--- src/amt_pkg.sv ---
// package: register map and constants of the channel minimum tracker
package amt_pkg;
  // ==========================================================================
  // register index (printed offsets are not multiples of four)
  localparam logic [7:0] MIN_CH2_HIGH_IDX = 8'h85;
  localparam logic [7:0] MIN_CH3_LOW_IDX = 8'h86;
  localparam logic [7:0] MIN_CH3_HIGH_IDX = 8'h87;
  localparam logic [7:0] MIN_CH4_LOW_IDX = 8'h88;
  localparam logic [7:0] MIN_CH4_HIGH_IDX = 8'h89;
  localparam logic [7:0] MIN_CH5_LOW_IDX = 8'h8a;
  localparam logic [7:0] MIN_CH5_HIGH_IDX = 8'h8b;
  localparam logic [7:0] MIN_CH6_LOW_IDX = 8'h8c;
  // ==========================================================================
  // layout and reset
  localparam int ADDR_W = 12;
  localparam int CODE_W = 16;
  localparam int FIRST_CH = 2;
  localparam int LAST_CH = 6;
  localparam int NUM_CH = 8;
  localparam int CH_W = 3;
  localparam logic [15:0] MIN_RESET = 16'hffff;
  localparam logic [7:0] BYTE_RESET = 8'hff;
  localparam logic [31:0] READ_ZERO = 32'h0000_0000;
endpackage : amt_pkg

--- src/amt_min_tracker.sv ---
// module: per-channel minimum code tracker with read-to-restart registers
// Function
// - keep lowest conversion code per channel, for channels 2 to 6 only
// - each read restarts that register's tracking window
// - read returns value then reloads 0xFF
// - reset leaves every byte at 0xFF
// - low byte even, high byte odd register index
//
// Register access over APB was chosen for this implementation.
`timescale 1ns/1ps
`default_nettype none
module amt_min_tracker (
  // apb clock and reset
  input wire logic pclk,
  input wire logic presetn,
  // apb slave
  input wire logic psel,
  input wire logic penable,
  input wire logic pwrite,
  input wire logic [amt_pkg::ADDR_W-1:0] paddr,
  input wire logic [31:0] pwdata,
  input wire logic [3:0] pstrb,
  output logic [31:0] prdata,
  output logic pready,
  output logic pslverr,
  // conversion results from the engine, same clock
  input wire logic result_valid,
  input wire logic [amt_pkg::CH_W-1:0] result_ch,
  input wire logic [amt_pkg::CODE_W-1:0] result_code
);
  import amt_pkg::*;

  // ==========================================================================
  // state
  typedef struct packed {
    logic [NUM_CH-1:0][7:0] lo;
    logic [NUM_CH-1:0][7:0] hi;
    logic [31:0] rdata;
    logic ready;
    logic err;
  } amt_state_s;

  amt_state_s st_q;
  amt_state_s st_d;

  // ==========================================================================
  // address decode: byte address is four times the register index
  function automatic logic [8:0] amt_decode(
    input logic [ADDR_W-1:0] a);
    logic [7:0] idx;
    logic [8:0] res;
    // only the low eight index bits are decoded; upper bits must be zero
    idx = a[9:2];
    res = 9'h000;
    if (a[1:0] != 2'b00 || a[ADDR_W-1:10] != 2'b00) begin
      res = 9'h000;
    end else if (idx == MIN_CH2_HIGH_IDX) begin
      res = {1'b1, 1'b1, 4'd2, 3'd0};
    end else if (idx == MIN_CH3_LOW_IDX) begin
      res = {1'b1, 1'b0, 4'd3, 3'd0};
    end else if (idx == MIN_CH3_HIGH_IDX) begin
      res = {1'b1, 1'b1, 4'd3, 3'd0};
    end else if (idx == MIN_CH4_LOW_IDX) begin
      res = {1'b1, 1'b0, 4'd4, 3'd0};
    end else if (idx == MIN_CH4_HIGH_IDX) begin
      res = {1'b1, 1'b1, 4'd4, 3'd0};
    end else if (idx == MIN_CH5_LOW_IDX) begin
      res = {1'b1, 1'b0, 4'd5, 3'd0};
    end else if (idx == MIN_CH5_HIGH_IDX) begin
      res = {1'b1, 1'b1, 4'd5, 3'd0};
    end else if (idx == MIN_CH6_LOW_IDX) begin
      res = {1'b1, 1'b0, 4'd6, 3'd0};
    end
    return res;
  endfunction : amt_decode

  // ==========================================================================
  // next state
  logic [8:0] dec;
  logic hit;
  logic sel_hi;
  logic [CH_W-1:0] sel_ch;
  logic setup;
  logic [15:0] cur;

  always_comb begin
    st_d = st_q;
    dec = amt_decode(paddr);
    hit = dec[8];
    sel_hi = dec[7];
    sel_ch = dec[5:3];
    // answer one cycle after setup: no wait state, registered data
    setup = psel && !penable;
    st_d.ready = setup;
    st_d.err = 1'b0;
    cur = 16'h0000;
    if (setup) begin
      st_d.err = !hit;
      st_d.rdata = READ_ZERO;
      if (hit && !pwrite) begin
        st_d.rdata = {24'h00_0000,
          sel_hi ? st_q.hi[sel_ch] : st_q.lo[sel_ch]};
      end
    end
    // writes to mapped registers complete but store nothing
    // track minimum; a new result below the restarted value beats a restart in the same cycle
    if (result_valid && result_ch >= CH_W'(FIRST_CH)
        && result_ch <= CH_W'(LAST_CH)) begin
      cur = {st_q.hi[result_ch], st_q.lo[result_ch]};
    end
    // restart on the completing read edge, reload all ones
    if (psel && penable && st_q.ready && !pwrite && hit) begin
      if (sel_hi) begin
        st_d.hi[sel_ch] = BYTE_RESET;
      end else begin
        st_d.lo[sel_ch] = BYTE_RESET;
      end
    end
    // a fresh result in the restart cycle wins only if below the value left by the restart (reloaded byte at 0xFF)
    if (result_valid && result_ch >= CH_W'(FIRST_CH)
        && result_ch <= CH_W'(LAST_CH)) begin
      if (result_code < cur) begin
        st_d.hi[result_ch] = result_code[15:8];
        st_d.lo[result_ch] = result_code[7:0];
      end else if (result_code < {st_d.hi[result_ch],
                                  st_d.lo[result_ch]}) begin
        st_d.hi[result_ch] = result_code[15:8];
        st_d.lo[result_ch] = result_code[7:0];
      end
    end
  end

  always_ff @(posedge pclk or negedge presetn) begin
    if (!presetn) begin
      st_q.lo <= {NUM_CH{BYTE_RESET}};
      st_q.hi <= {NUM_CH{BYTE_RESET}};
      st_q.rdata <= READ_ZERO;
      st_q.ready <= 1'b0;
      st_q.err <= 1'b0;
    end else begin
      st_q <= st_d;
    end
  end

  assign prdata = st_q.rdata;
  assign pready = st_q.ready;
  assign pslverr = st_q.err;

  // ==========================================================================
  // checks: reload on read, a same-cycle result on the channel is excluded
  read_reload_a: assert property (@(posedge pclk) disable iff (!presetn)
    (psel && penable && pready && !pwrite && paddr == 12'h214
     && !(result_valid && result_ch == 3'd2))
    |=> st_q.hi[2] == BYTE_RESET)
    else $error("read did not reload all ones");
  reload_c3_lo_a: assert property (@(posedge pclk) disable iff (!presetn)
    (psel && penable && pready && !pwrite && paddr == 12'h218
     && !(result_valid && result_ch == 3'd3))
    |=> st_q.lo[3] == BYTE_RESET)
    else $error("read did not reload all ones");
  reload_c3_hi_a: assert property (@(posedge pclk) disable iff (!presetn)
    (psel && penable && pready && !pwrite && paddr == 12'h21c
     && !(result_valid && result_ch == 3'd3))
    |=> st_q.hi[3] == BYTE_RESET)
    else $error("read did not reload all ones");
  reload_c4_lo_a: assert property (@(posedge pclk) disable iff (!presetn)
    (psel && penable && pready && !pwrite && paddr == 12'h220
     && !(result_valid && result_ch == 3'd4))
    |=> st_q.lo[4] == BYTE_RESET)
    else $error("read did not reload all ones");
  reload_c4_hi_a: assert property (@(posedge pclk) disable iff (!presetn)
    (psel && penable && pready && !pwrite && paddr == 12'h224
     && !(result_valid && result_ch == 3'd4))
    |=> st_q.hi[4] == BYTE_RESET)
    else $error("read did not reload all ones");
  reload_c5_lo_a: assert property (@(posedge pclk) disable iff (!presetn)
    (psel && penable && pready && !pwrite && paddr == 12'h228
     && !(result_valid && result_ch == 3'd5))
    |=> st_q.lo[5] == BYTE_RESET)
    else $error("read did not reload all ones");
  reload_c5_hi_a: assert property (@(posedge pclk) disable iff (!presetn)
    (psel && penable && pready && !pwrite && paddr == 12'h22c
     && !(result_valid && result_ch == 3'd5))
    |=> st_q.hi[5] == BYTE_RESET)
    else $error("read did not reload all ones");
  reload_c6_lo_a: assert property (@(posedge pclk) disable iff (!presetn)
    (psel && penable && pready && !pwrite && paddr == 12'h230
     && !(result_valid && result_ch == 3'd6))
    |=> st_q.lo[6] == BYTE_RESET)
    else $error("read did not reload all ones");
  // ==========================================================================
  // checks: tracking
  min_update_a: assert property (@(posedge pclk) disable iff (!presetn)
    (result_valid && result_ch == 3'd4 &&
     result_code < {st_q.hi[4], st_q.lo[4]})
    |=> {st_q.hi[4], st_q.lo[4]} == $past(result_code))
    else $error("smaller result not stored");
  min_c2_a: assert property (@(posedge pclk) disable iff (!presetn)
    (result_valid && result_ch == 3'd2 &&
     result_code < {st_q.hi[2], st_q.lo[2]})
    |=> {st_q.hi[2], st_q.lo[2]} == $past(result_code))
    else $error("smaller result not stored");
  min_c3_a: assert property (@(posedge pclk) disable iff (!presetn)
    (result_valid && result_ch == 3'd3 &&
     result_code < {st_q.hi[3], st_q.lo[3]})
    |=> {st_q.hi[3], st_q.lo[3]} == $past(result_code))
    else $error("smaller result not stored");
  min_c5_a: assert property (@(posedge pclk) disable iff (!presetn)
    (result_valid && result_ch == 3'd5 &&
     result_code < {st_q.hi[5], st_q.lo[5]})
    |=> {st_q.hi[5], st_q.lo[5]} == $past(result_code))
    else $error("smaller result not stored");
  min_c6_a: assert property (@(posedge pclk) disable iff (!presetn)
    (result_valid && result_ch == 3'd6 &&
     result_code < {st_q.hi[6], st_q.lo[6]})
    |=> {st_q.hi[6], st_q.lo[6]} == $past(result_code))
    else $error("smaller result not stored");
  no_raise_a: assert property (@(posedge pclk) disable iff (!presetn)
    (!(psel && penable && pready && !pwrite))
    |=> {st_q.hi[5], st_q.lo[5]} <= $past({st_q.hi[5], st_q.lo[5]}))
    else $error("minimum grew without a read");
  no_raise_c2_a: assert property (@(posedge pclk) disable iff (!presetn)
    (!(psel && penable && pready && !pwrite))
    |=> {st_q.hi[2], st_q.lo[2]} <= $past({st_q.hi[2], st_q.lo[2]}))
    else $error("minimum grew without a read");
  no_raise_c3_a: assert property (@(posedge pclk) disable iff (!presetn)
    (!(psel && penable && pready && !pwrite))
    |=> {st_q.hi[3], st_q.lo[3]} <= $past({st_q.hi[3], st_q.lo[3]}))
    else $error("minimum grew without a read");
  no_raise_c4_a: assert property (@(posedge pclk) disable iff (!presetn)
    (!(psel && penable && pready && !pwrite))
    |=> {st_q.hi[4], st_q.lo[4]} <= $past({st_q.hi[4], st_q.lo[4]}))
    else $error("minimum grew without a read");
  no_raise_c6_a: assert property (@(posedge pclk) disable iff (!presetn)
    (!(psel && penable && pready && !pwrite))
    |=> {st_q.hi[6], st_q.lo[6]} <= $past({st_q.hi[6], st_q.lo[6]}))
    else $error("minimum grew without a read");
  untracked_ch_a: assert property (@(posedge pclk) disable iff (!presetn)
    (result_valid && result_ch == 3'd7
     && !(psel && penable && pready))
    |=> $stable({st_q.hi[6], st_q.lo[6]}))
    else $error("untracked channel changed a minimum");
  write_inert_a: assert property (@(posedge pclk) disable iff (!presetn)
    (psel && penable && pwrite && !result_valid)
    |=> $stable({st_q.hi, st_q.lo}))
    else $error("write changed a minimum");
  // ==========================================================================
  // checks: reset values
  reset_value_a: assert property (@(posedge pclk)
    $rose(presetn) |-> st_q.lo[3] == BYTE_RESET)
    else $error("reset value not all ones");
  reset_c2_hi_a: assert property (@(posedge pclk)
    $rose(presetn) |-> st_q.hi[2] == BYTE_RESET)
    else $error("reset value not all ones");
  reset_c3_hi_a: assert property (@(posedge pclk)
    $rose(presetn) |-> st_q.hi[3] == BYTE_RESET)
    else $error("reset value not all ones");
  reset_c4_lo_a: assert property (@(posedge pclk)
    $rose(presetn) |-> st_q.lo[4] == BYTE_RESET)
    else $error("reset value not all ones");
  reset_c4_hi_a: assert property (@(posedge pclk)
    $rose(presetn) |-> st_q.hi[4] == BYTE_RESET)
    else $error("reset value not all ones");
  reset_c5_lo_a: assert property (@(posedge pclk)
    $rose(presetn) |-> st_q.lo[5] == BYTE_RESET)
    else $error("reset value not all ones");
  reset_c5_hi_a: assert property (@(posedge pclk)
    $rose(presetn) |-> st_q.hi[5] == BYTE_RESET)
    else $error("reset value not all ones");
  reset_c6_lo_a: assert property (@(posedge pclk)
    $rose(presetn) |-> st_q.lo[6] == BYTE_RESET)
    else $error("reset value not all ones");
  // ==========================================================================
  // checks: map and bus answer
  map_decode_a: assert property (@(posedge pclk) disable iff (!presetn)
    (psel && !penable && paddr == 12'h218) |=> !pslverr)
    else $error("mapped address refused");
  map_c2_hi_a: assert property (@(posedge pclk) disable iff (!presetn)
    (psel && !penable && paddr == 12'h214) |=> !pslverr)
    else $error("mapped address refused");
  map_c3_hi_a: assert property (@(posedge pclk) disable iff (!presetn)
    (psel && !penable && paddr == 12'h21c) |=> !pslverr)
    else $error("mapped address refused");
  map_c4_lo_a: assert property (@(posedge pclk) disable iff (!presetn)
    (psel && !penable && paddr == 12'h220) |=> !pslverr)
    else $error("mapped address refused");
  map_c4_hi_a: assert property (@(posedge pclk) disable iff (!presetn)
    (psel && !penable && paddr == 12'h224) |=> !pslverr)
    else $error("mapped address refused");
  map_c5_lo_a: assert property (@(posedge pclk) disable iff (!presetn)
    (psel && !penable && paddr == 12'h228) |=> !pslverr)
    else $error("mapped address refused");
  map_c5_hi_a: assert property (@(posedge pclk) disable iff (!presetn)
    (psel && !penable && paddr == 12'h22c) |=> !pslverr)
    else $error("mapped address refused");
  map_c6_lo_a: assert property (@(posedge pclk) disable iff (!presetn)
    (psel && !penable && paddr == 12'h230) |=> !pslverr)
    else $error("mapped address refused");
  unmapped_zero_a: assert property (@(posedge pclk) disable iff (!presetn)
    (psel && !penable && paddr == 12'h300)
    |=> pslverr && prdata == READ_ZERO)
    else $error("unmapped address not refused");
  ready_timing_a: assert property (@(posedge pclk) disable iff (!presetn)
    (psel && !penable) |=> pready)
    else $error("no answer after setup");
  ready_single_a: assert property (@(posedge pclk) disable iff (!presetn)
    !(psel && !penable) |=> !pready)
    else $error("answer without setup");
  err_ready_a: assert property (@(posedge pclk) disable iff (!presetn)
    pslverr |-> pready)
    else $error("error flag without answer");
endmodule : amt_min_tracker
`default_nettype wire

--- config.mk ---
export PLATFORM = sky130hd
export DESIGN_NAME = amt_min_tracker
export DESIGN_NICKNAME = d
export VERILOG_FILES = /design/src/amt_pkg.sv /design/src/amt_min_tracker.sv
export SDC_FILE = /design/constraint.sdc
export NUM_CORES = 1
export LEC_CHECK = 0
export ABC_AREA = 0
export BUFFER_PORTS_ARGS = -buffer_cell sky130_fd_sc_hd__buf_2
export CAP_MARGIN = 10
export CORE_ASPECT_RATIO = 0.75
export CORE_UTILIZATION = 25
export CTS_BUF_LIST = sky130_fd_sc_hd__clkbuf_16
export DETAILED_ROUTE_END_ITERATION = 6
export GPL_ROUTABILITY_DRIVEN = 0
export PLACE_DENSITY_LB_ADDON = 0.2
export RECOVER_POWER = 100
export SLEW_MARGIN = 20
export SYNTH_ARGS = -nofsm -noshare
export SYNTH_HDL_FRONTEND = slang
export SYNTH_SLANG_ARGS = --single-unit
--- constraint.sdc ---
create_clock -name pclk -period 6.7 [get_ports pclk]
set_clock_uncertainty 0.15 [all_clocks]
set_input_delay 1.34 -clock pclk [delete_from_list [all_inputs] [get_ports pclk]]
set_output_delay 1.34 -clock pclk [all_outputs]
set_load 0.05 [all_outputs]
==> results.toml, run 1 <==
[yosys]
synth_area_leaders = "dfstp_2 40%, mux2i_1 9.9%, ha_1 4.5%"
synth_edf_count = 0
async_flop_share_pct = 100
ys_warn_count = 0
yosysSeqAreaShare_pct = 43.2
syn_area_mm2 = 0.00836
ys_seq_elements = 138
synth_top_cell_area_share_pct = 40.2
ys.flop_type = "dfstp_2"
syn_inst = 859
avgSynthCellArea_um2 = 9.73
synth_top_cell_by_area = "dfstp_2"
ys_types = 62

[timing]
drv_slew = 85
fin_setup_tns_ns = 0
rsz0062_at_grt = "false"
fin_crit_ns = 5.94
finalHoldViolCount = 0
period_share_pct = 88.6
tightestPinTransition_ns = 4.82
layout_setup_ws_ns = 0.764
setup_viol = 0
max_clock_freq_mhz = 168
relSlewSlack_pct = -221

[global_routing]
grt_pass1_wl_mm = 42.3
grt.total_usage_pct = 17.2
antenna_found_initial = 0
grt_pass1_vias = 6371
grt_max_degree = 85
grt_overflow_total = 0

[pwr]
clkPwrFrac_pct = 30.0
leakagePower_nw = 4.14
power.switching_mw = 1.01
p_comb_share_pct = 23.0
internal_power_mw = 1.96
sw_frac_of_total_pct = 34.0
powerDensity_mw_per_mm2 = 312
ir_worst_vdd_v = 0.000171
seq_power_share_pct = 47.0

[floorplan]
rows = 57
ioPinCount = 107
design.die.area_mm2 = 0.0342
die-width_um = 213
start_util_pct = 25.6
die_y_um = 160
core_area_mm2 = 0.0327

[worst_setup_path]
required_ns = 6.92
cp_max_fo = 8
cp-start-kind = "primary input"
crit_start = "paddr[7]"
rrSetupSlack_ns = 1.75
critPathArrivalTime_ns = 6.15
r2r_start = "pready"
rr_worst_depth = 16
end_kind = "register"
worstSetupPathType = "in2reg"
endpoint = "st_q[120]"
regToRegEndpoint = "st_q[120]"

[cts]
cts_setup_buffers = 0
cts-hold-fix-buffers = 0
cts.clk_slew.worst_paths_ns = 0.06
htree_num_levels = 4
cts-root-buf = "clkbuf_16"
cts_tree = "done"
cts_buffers = 17
cts_resized = 0
clock_latency_ns = 0.45
max-clock-path-buffers = 2
clock_sinks = 138

[final_layout]
final_common_cell = "dfstp_2"
multi_input_comb_area_mm2 = 0.00407
fillers = 3504
layout_common_cells = "110 x dfstp_2, 96 x nor2_1, 83 x mux2i_1"
drive_above_1_share_pct = 28.9
fin_nets = 975
syn_to_final_growth_pct = 13.6
seq_area_mm2 = 0.00361

[detailed_routing]
remaining_drc_errors = 0
wirelength_mm = 28.7
firstDrtPassIters = 7
viasPerCell = 5.00
num_vias = 6645
ant_nets = 0
wl_per_cell_um = 21.6
drtIter0Drc = 629

[placement]
io_buffers = 46
post-place-ws_ns = 0.592
dp_hpwl_mm = 20.9

[run_status]
violations = "max-capacitance violations, max-slew violations"
status = "finished with violations"

[flow_run]
maxCapViolCount = 1

[min_path]
hold_path_class = "reg2reg"
==> layout make-up <==
cell class,instances,area share (%)
Multi-Input combinational cell,600,42.9
Timing Repair Buffer,95,6.73
Sequential cell,138,38.0
Tap cell,442,5.82
Clock inverter,15,1.24
Inverter,20,0.790
Clock buffer,17,4.48
Antenna cell,1,0.0263
==> cell usage after synthesis (6+ instances only) <==
master / instances
dfstp_2: 128
nor2_1: 96
mux2i_1: 83
clkbuf_1: 80
nand2_1: 56
o21ai_0: 56
a22oi_1: 35
buf_4: 35
ha_1: 30
a21oi_1: 26
inv_1: 20
mux2_2: 20
o221ai_1: 20
nor3_1: 14
nand3_1: 13
dfrtp_1: 10
nand2b_1: 10
a211oi_1: 9
nor2b_1: 9
and2_1: 7
o211ai_1: 7
and3_1: 6
mux2_4: 6
o22ai_1: 6
==> power by group through the flow <==
stage	clock [mW]	combinational, mW	sequential (mW)
after global placement	0	0.680	1.40
after global routing	0.954	0.752	1.42
final	0.890	0.681	1.39
after detailed placement	0	0.690	1.39
after floorplan	0	0.512	1.32
after CTS	0.918	0.691	1.38
==> metrics by stage <==
| step | cells | utilization, % | hold slack, ns | area (µm²) | power, mW |
|---|---|---|---|---|---|
| after floorplan | 882 | - | 0.275 | 8450 | 1.83 |
| after global placement | 1295 | 27.7 | 0.207 | 9050 | 2.07 |
| after detailed placement | 1295 | 27.7 | 0.206 | 9050 | 2.08 |
| after CTS | 1327 | 29.4 | 0.215 | 9590 | 2.99 |
| after global routing | 1327 | 29.1 | 0.219 | 9500 | 3.13 |
| final | 1328 | 29.1 | 0.214 | 9500 | 2.96 |
==> state kept, by name (all words and copies together) (netlist names) <==
register,cells
pready,1
prdata,8
pslverr,1
st_q,128
==> kinds of logic (layout without fill, tap and decap cells) <==
group / after synthesis / in the layout / share of synthesized area [%]
AOI/OAI and AO/OA: 197 / 197 / 16.2
xor gates and xnor gates: 1 / 1 / 0.105
adders and majority gates: 30 / 30 / 4.49
buffers and inverters: 144 / 147 / 8.32
DFF: 138 / 138 / 43.2
muxes: 109 / 109 / 13.7
other: 1 / 25 / 0.0448
and+or+nand+nor: 239 / 239 / 13.9
==> routing by layer <==
layer | track usage [%] | share of wire, % | vias up
li1 | - | - | 3041
met1 | 28.2 | 54 | 3280
met2 | 20.9 | 37 | 293
met3 | 4.81 | 8.5 | 31
met4 | 4.58 | 1.2 | 0
met5 | 0 | 0 | -
==> critical path, stage by stage <==
cell and delay, ns:
buf_2 0.10, or4b_1 0.67, nor3_1 0.45, and4_1 0.50
or2_2 0.19, nand2_1 0.05, o2111ai_1 0.11, nor2_1 0.11
ha_1 0.24, nor3_1 0.30, o31ai_1 0.13, nor4b_1 0.44
nand3_2 0.15, nor4b_4 0.56, o21ai_0 0.23, buf_4 0.24
mux2_1 0.32
==> worst min-delay path by stage <==
stage	from	to	slack (ns)	cells after the start
finish	st_q[41]	st_q[41]	0.21	0
floorplan	st_q[41]	st_q[41]	0.27	1
detailed placement	st_q[41]	st_q[41]	0.21	0
global placement	st_q[41]	st_q[41]	0.21	0
CTS	st_q[41]	st_q[41]	0.22	0
global route	st_q[41]	st_q[41]	0.22	0
No activity file was read; power rests on OpenSTA's default activity.
==> inputs of run 2 (changes only) <==
- clock period: 6.7 -> 6.1 ns (I/O delays scaled with it)
==> results.toml, run 2 (same netlist as run 1, synthesis figures left out) <==
[run_status]
status = "finished with violations"
violations = "max-capacitance violations, max-slew violations"

[worst_setup_path]
r2r_start = "pready"
cp-start-kind = "primary input"
critPathTopFamily = "simple AND/OR/NAND/NOR gates"
end_kind = "register"
worstPathCellList = "buf_2 -> or4b_1 -> clkbuf_1 -> nor3_1 -> nand3_1 -> nor2_1 -> buf_4 -> nor2_1 -> o221ai_1 -> nor2_1 -> ha_1 -> nand3_1 -> nor3_1 -> clkbuf_1 -> o21ai_0 -> a32o_1 -> buf_12 -> o21ai_4 -> mux2i_1"
critPathSlowestCell = "o21ai_4"
critPathArrivalTime_ns = 5.86
cpMostUsedCell = "nor2_1"
crit_buf_inv = 5
slowest_delay_ns = 0.76
crit_start = "paddr[7]"
required_ns = 6.32
worstSetupPathType = "in2reg"
cp_max_fo = 16

[pwr]
ir_worst_vdd_v = 0.000200
powerDensity_mw_per_mm2 = 343
leakagePower_nw = 4.21

[cts]
clock_sinks = 138
htree_num_levels = 4
clock_latency_ns = 0.45
cts_setup_buffers = 0
cts.clk_slew.worst_paths_ns = 0.06
cts_tree = "done"
cts_resized = 0
max-clock-path-buffers = 2
cts_buffers = 17
cts-root-buf = "clkbuf_16"
cts-hold-fix-buffers = 0

[timing]
drv_slew = 141
rsz0062_at_grt = "false"
period_share_pct = 92.5
fin_setup_tns_ns = 0
finalHoldViolCount = 0
setup_viol = 0
max_clock_freq_mhz = 177
fin_crit_ns = 5.64
relSlewSlack_pct = -65.2
tightestPinTransition_ns = 2.48

[floorplan]
design.die.area_mm2 = 0.0342
die_y_um = 160
core_area_mm2 = 0.0327
die-width_um = 213
start_util_pct = 25.6
rows = 57
ioPinCount = 107

[final_layout]
largest_reg_flops = 128
final_core_util_pct = 29.4
final_area_mm2 = 0.00959
fin_nets = 985
antenna_cells = 0
syn_to_final_growth_pct = 14.7
top_register = "st_q"
drive_above_1_share_pct = 29.1
layout_common_cells = "105 x dfstp_2, 96 x nor2_1, 83 x mux2i_1"
final_common_cell = "dfstp_2"

[global_routing]
antenna_found_initial = 1
grt_max_degree = 98
grt.total_usage_pct = 17.1
grt_pass1_vias = 6380
grt_overflow_total = 0
grt_pass1_wl_mm = 42.2

[flow_run]
maxCapViolCount = 2

[placement]
dpl_cell_area_mm2 = 0.00912
dp_hpwl_mm = 20.4
io_buffers = 46

[min_path]
min-delay-start = "st_q[41]"
hold_path_class = "reg2reg"

[detailed_routing]
num_vias = 6658
remaining_drc_errors = 0
ant_nets = 0
viasPerCell = 4.98
firstDrtPassIters = 5
drtIter0Drc = 674
wl_per_cell_um = 21.1
wirelength_mm = 28.2
run 2: cell count changes in the layout (fill, tap and decap cells not counted), sizes merged:
cell,delta
buf,+7
clkbuf,+3
bufinv,+1
clkinv,-1
diode,-1
run 2: through the flow:
| step | total power, mW | hold slack [ns] | std cells | worst slack, ns |
|---|---|---|---|---|
| CTS | 3.32 | 0.215 | 1337 | 0.589 |
| finish | 3.29 | 0.213 | 1337 | 0.458 |
| floorplan | 2.01 | 0.275 | 882 | 0.454 |
| global route | 3.48 | 0.217 | 1337 | 0.156 |
| global placement | 2.29 | 0.205 | 1305 | 0.198 |
| detailed placement | 2.30 | 0.206 | 1305 | 0.140 |
run 2: layout make-up:
cell class | count | area (µm²)
clock buffers | 17 | 425
clock inverters | 15 | 126
fillers | 3478 | 23100
inverters | 20 | 75.1
multi-input cells | 600 | 4090
flip-flops and latches | 138 | 3610
well taps | 442 | 553
repair buffers | 105 | 704
run 2: power breakdown:
part           switching (mW)  internal [mW]  leakage (nW)
clock                   0.440          0.559         0.269
combinational           0.432          0.325          2.46
sequential              0.221           1.31          1.48
total                    1.09           2.20          4.21
run 2: path summary, 6_finish.rpt:
path	to	slack (ns)	cells after the start
hold / removal	st_q[41]	0.21	0
min in group asynchronous	st_q[37]	2.19	1
max in group asynchronous	prdata[7]	1.32	2
setup reg to reg	st_q[143]	1.49	18
hold reg to reg	st_q[41]	0.21	0
setup / recovery	st_q[143]	0.46	19
run 2: per-layer routing:
metal	part of all wire, %	track usage (%)
met1	55	28.4
met2	36	19.9
met3	7.6	4.77
met4	1.4	5.29
met5	0	0
==> inputs of run 3 (changes only) <==
- CORE_UTILIZATION: 25 -> 50
==> results.toml, run 3 (same netlist as run 1, synthesis figures left out) <==
[run_status]
status = "finished with violations"
violations = "max-capacitance violations, max-slew violations"

[placement]
io_buffers = 46
dp_hpwl_mm = 17.4
dp.cells = 1045
dpl_cell_area_mm2 = 0.00857

[worst_setup_path]
required_ns = 6.29
worstPathCellList = "buf_2 -> or4b_1 -> nor3_1 -> and4_1 -> buf_4 -> nor2_1 -> o22ai_1 -> nor3_1 -> ha_1 -> nand2_1 -> o21ai_0 -> o21ai_0 -> a32o_1 -> o21ai_4 -> mux2i_1"
cp-start-kind = "primary input"
crit_start = "paddr[6]"
end_kind = "register"
cp_max_fo = 16
worstSetupPathType = "in2reg"
critPathSlowestCell = "o21ai_4"
critPathArrivalTime_ns = 6.01
r2r_start = "pready"
slowest_delay_ns = 0.78

[timing]
relSlewSlack_pct = -94.5
period_share_pct = 95.3
fin_crit_ns = 5.81
tightestPinTransition_ns = 2.92
max_clock_freq_mhz = 172
finalHoldViolCount = 0
drv_slew = 141
rsz0062_at_grt = "false"
setup_viol = 0
fin_setup_tns_ns = 0

[floorplan]
design.die.area_mm2 = 0.0173
die_y_um = 114
core_area_mm2 = 0.0162
die-width_um = 151
ioPinCount = 107
rows = 40
start_util_pct = 51.7

[min_path]
min-delay-start = "st_q[43]"
hold_path_class = "reg2reg"

[cts]
htree_num_levels = 4
cts_setup_buffers = 0
cts-hold-fix-buffers = 0
cts-root-buf = "clkbuf_16"
max-clock-path-buffers = 2
clock_latency_ns = 0.43
cts_resized = 0
cts_buffers = 17
cts_tree = "done"
clock_sinks = 138
cts.clk_slew.worst_paths_ns = 0.06

[final_layout]
largest_reg_flops = 128
antenna_cells = 0
fin_nets = 957
layout_common_cells = "107 x dfstp_2, 96 x nor2_1, 83 x mux2i_1"
syn_to_final_growth_pct = 8.44
final_common_cell = "dfstp_2"
final_area_mm2 = 0.00907
final_core_util_pct = 56.1
top_register = "st_q"
drive_above_1_share_pct = 27.1
final_cells = 1077

[detailed_routing]
firstDrtPassIters = 6
wirelength_mm = 24.3
num_vias = 6697
remaining_drc_errors = 0
ant_nets = 0
wl_per_cell_um = 22.6
viasPerCell = 6.22
drtIter0Drc = 751

[global_routing]
grt_pass1_vias = 6591
grt_pass1_wl_mm = 37.8
grt_overflow_total = 0
antenna_found_initial = 2
grt_max_degree = 86
grt.total_usage_pct = 29.6

[flow_run]
maxCapViolCount = 2

[pwr]
ir_worst_vdd_v = 0.000187
powerDensity_mw_per_mm2 = 364
leakagePower_nw = 4.06
## run 3: through the flow
step,setup slack (ns),hold slack [ns],power [mW]
3_5_place_dp,0.0772,0.206,2.27
2_1_floorplan,0.454,0.275,2.01
5_1_grt,0.172,0.219,3.46
4_1_cts,0.469,0.216,3.31
6_report,0.287,0.215,3.30
3_3_place_gp,0.226,0.205,2.22
## run 3: final cells by class
class / instances / area (µm²)
fillers: 1414 / 7100
multi-input cells: 600 / 4090
flip-flops and latches: 138 / 3610
repair buffers: 77 / 450
clock buffers: 17 / 425
well taps: 210 / 263
clock inverters: 15 / 155
inverters: 20 / 75.1
## run 3: layer usage
metal	up-vias	wire (µm)	track usage, %
li1	3007	-	-
met1	3235	11000	43.1
met2	411	10000	40.9
met3	42	2870	10.4
met4	2	448	8.40
met5	-	12	0
## run 3: path summary, 6_finish.rpt
kind | slack [ns] | depth (start not counted) | end
worst min register to register | 0.22 | 0 | st_q[43]
worst max-delay path | 0.29 | 15 | st_q[80]
worst max register to register | 1.10 | 14 | st_q[80]
worst min-delay path | 0.22 | 0 | st_q[43]
max in group asynchronous | 1.41 | 2 | st_q[41]
min in group asynchronous | 1.59 | 1 | prdata[7]
## run 3: power breakdown
| part | switching [mW] | internal, mW |
|---|---|---|
| sequential | 0.223 | 1.31 |
| clock | 0.446 | 0.579 |
| combinational | 0.432 | 0.304 |
## run 3: worst max-delay path, delay by kind of cell
kind / cells / cell delay (ns)
AO/OA/AOI/OAI: 5 / 2.06
adder cells (fa/ha/maj): 1 / 0.30
buffers and inverters: 2 / 0.32
multiplexers: 1 / 0.30
AND/OR/NAND/NOR: 6 / 1.79
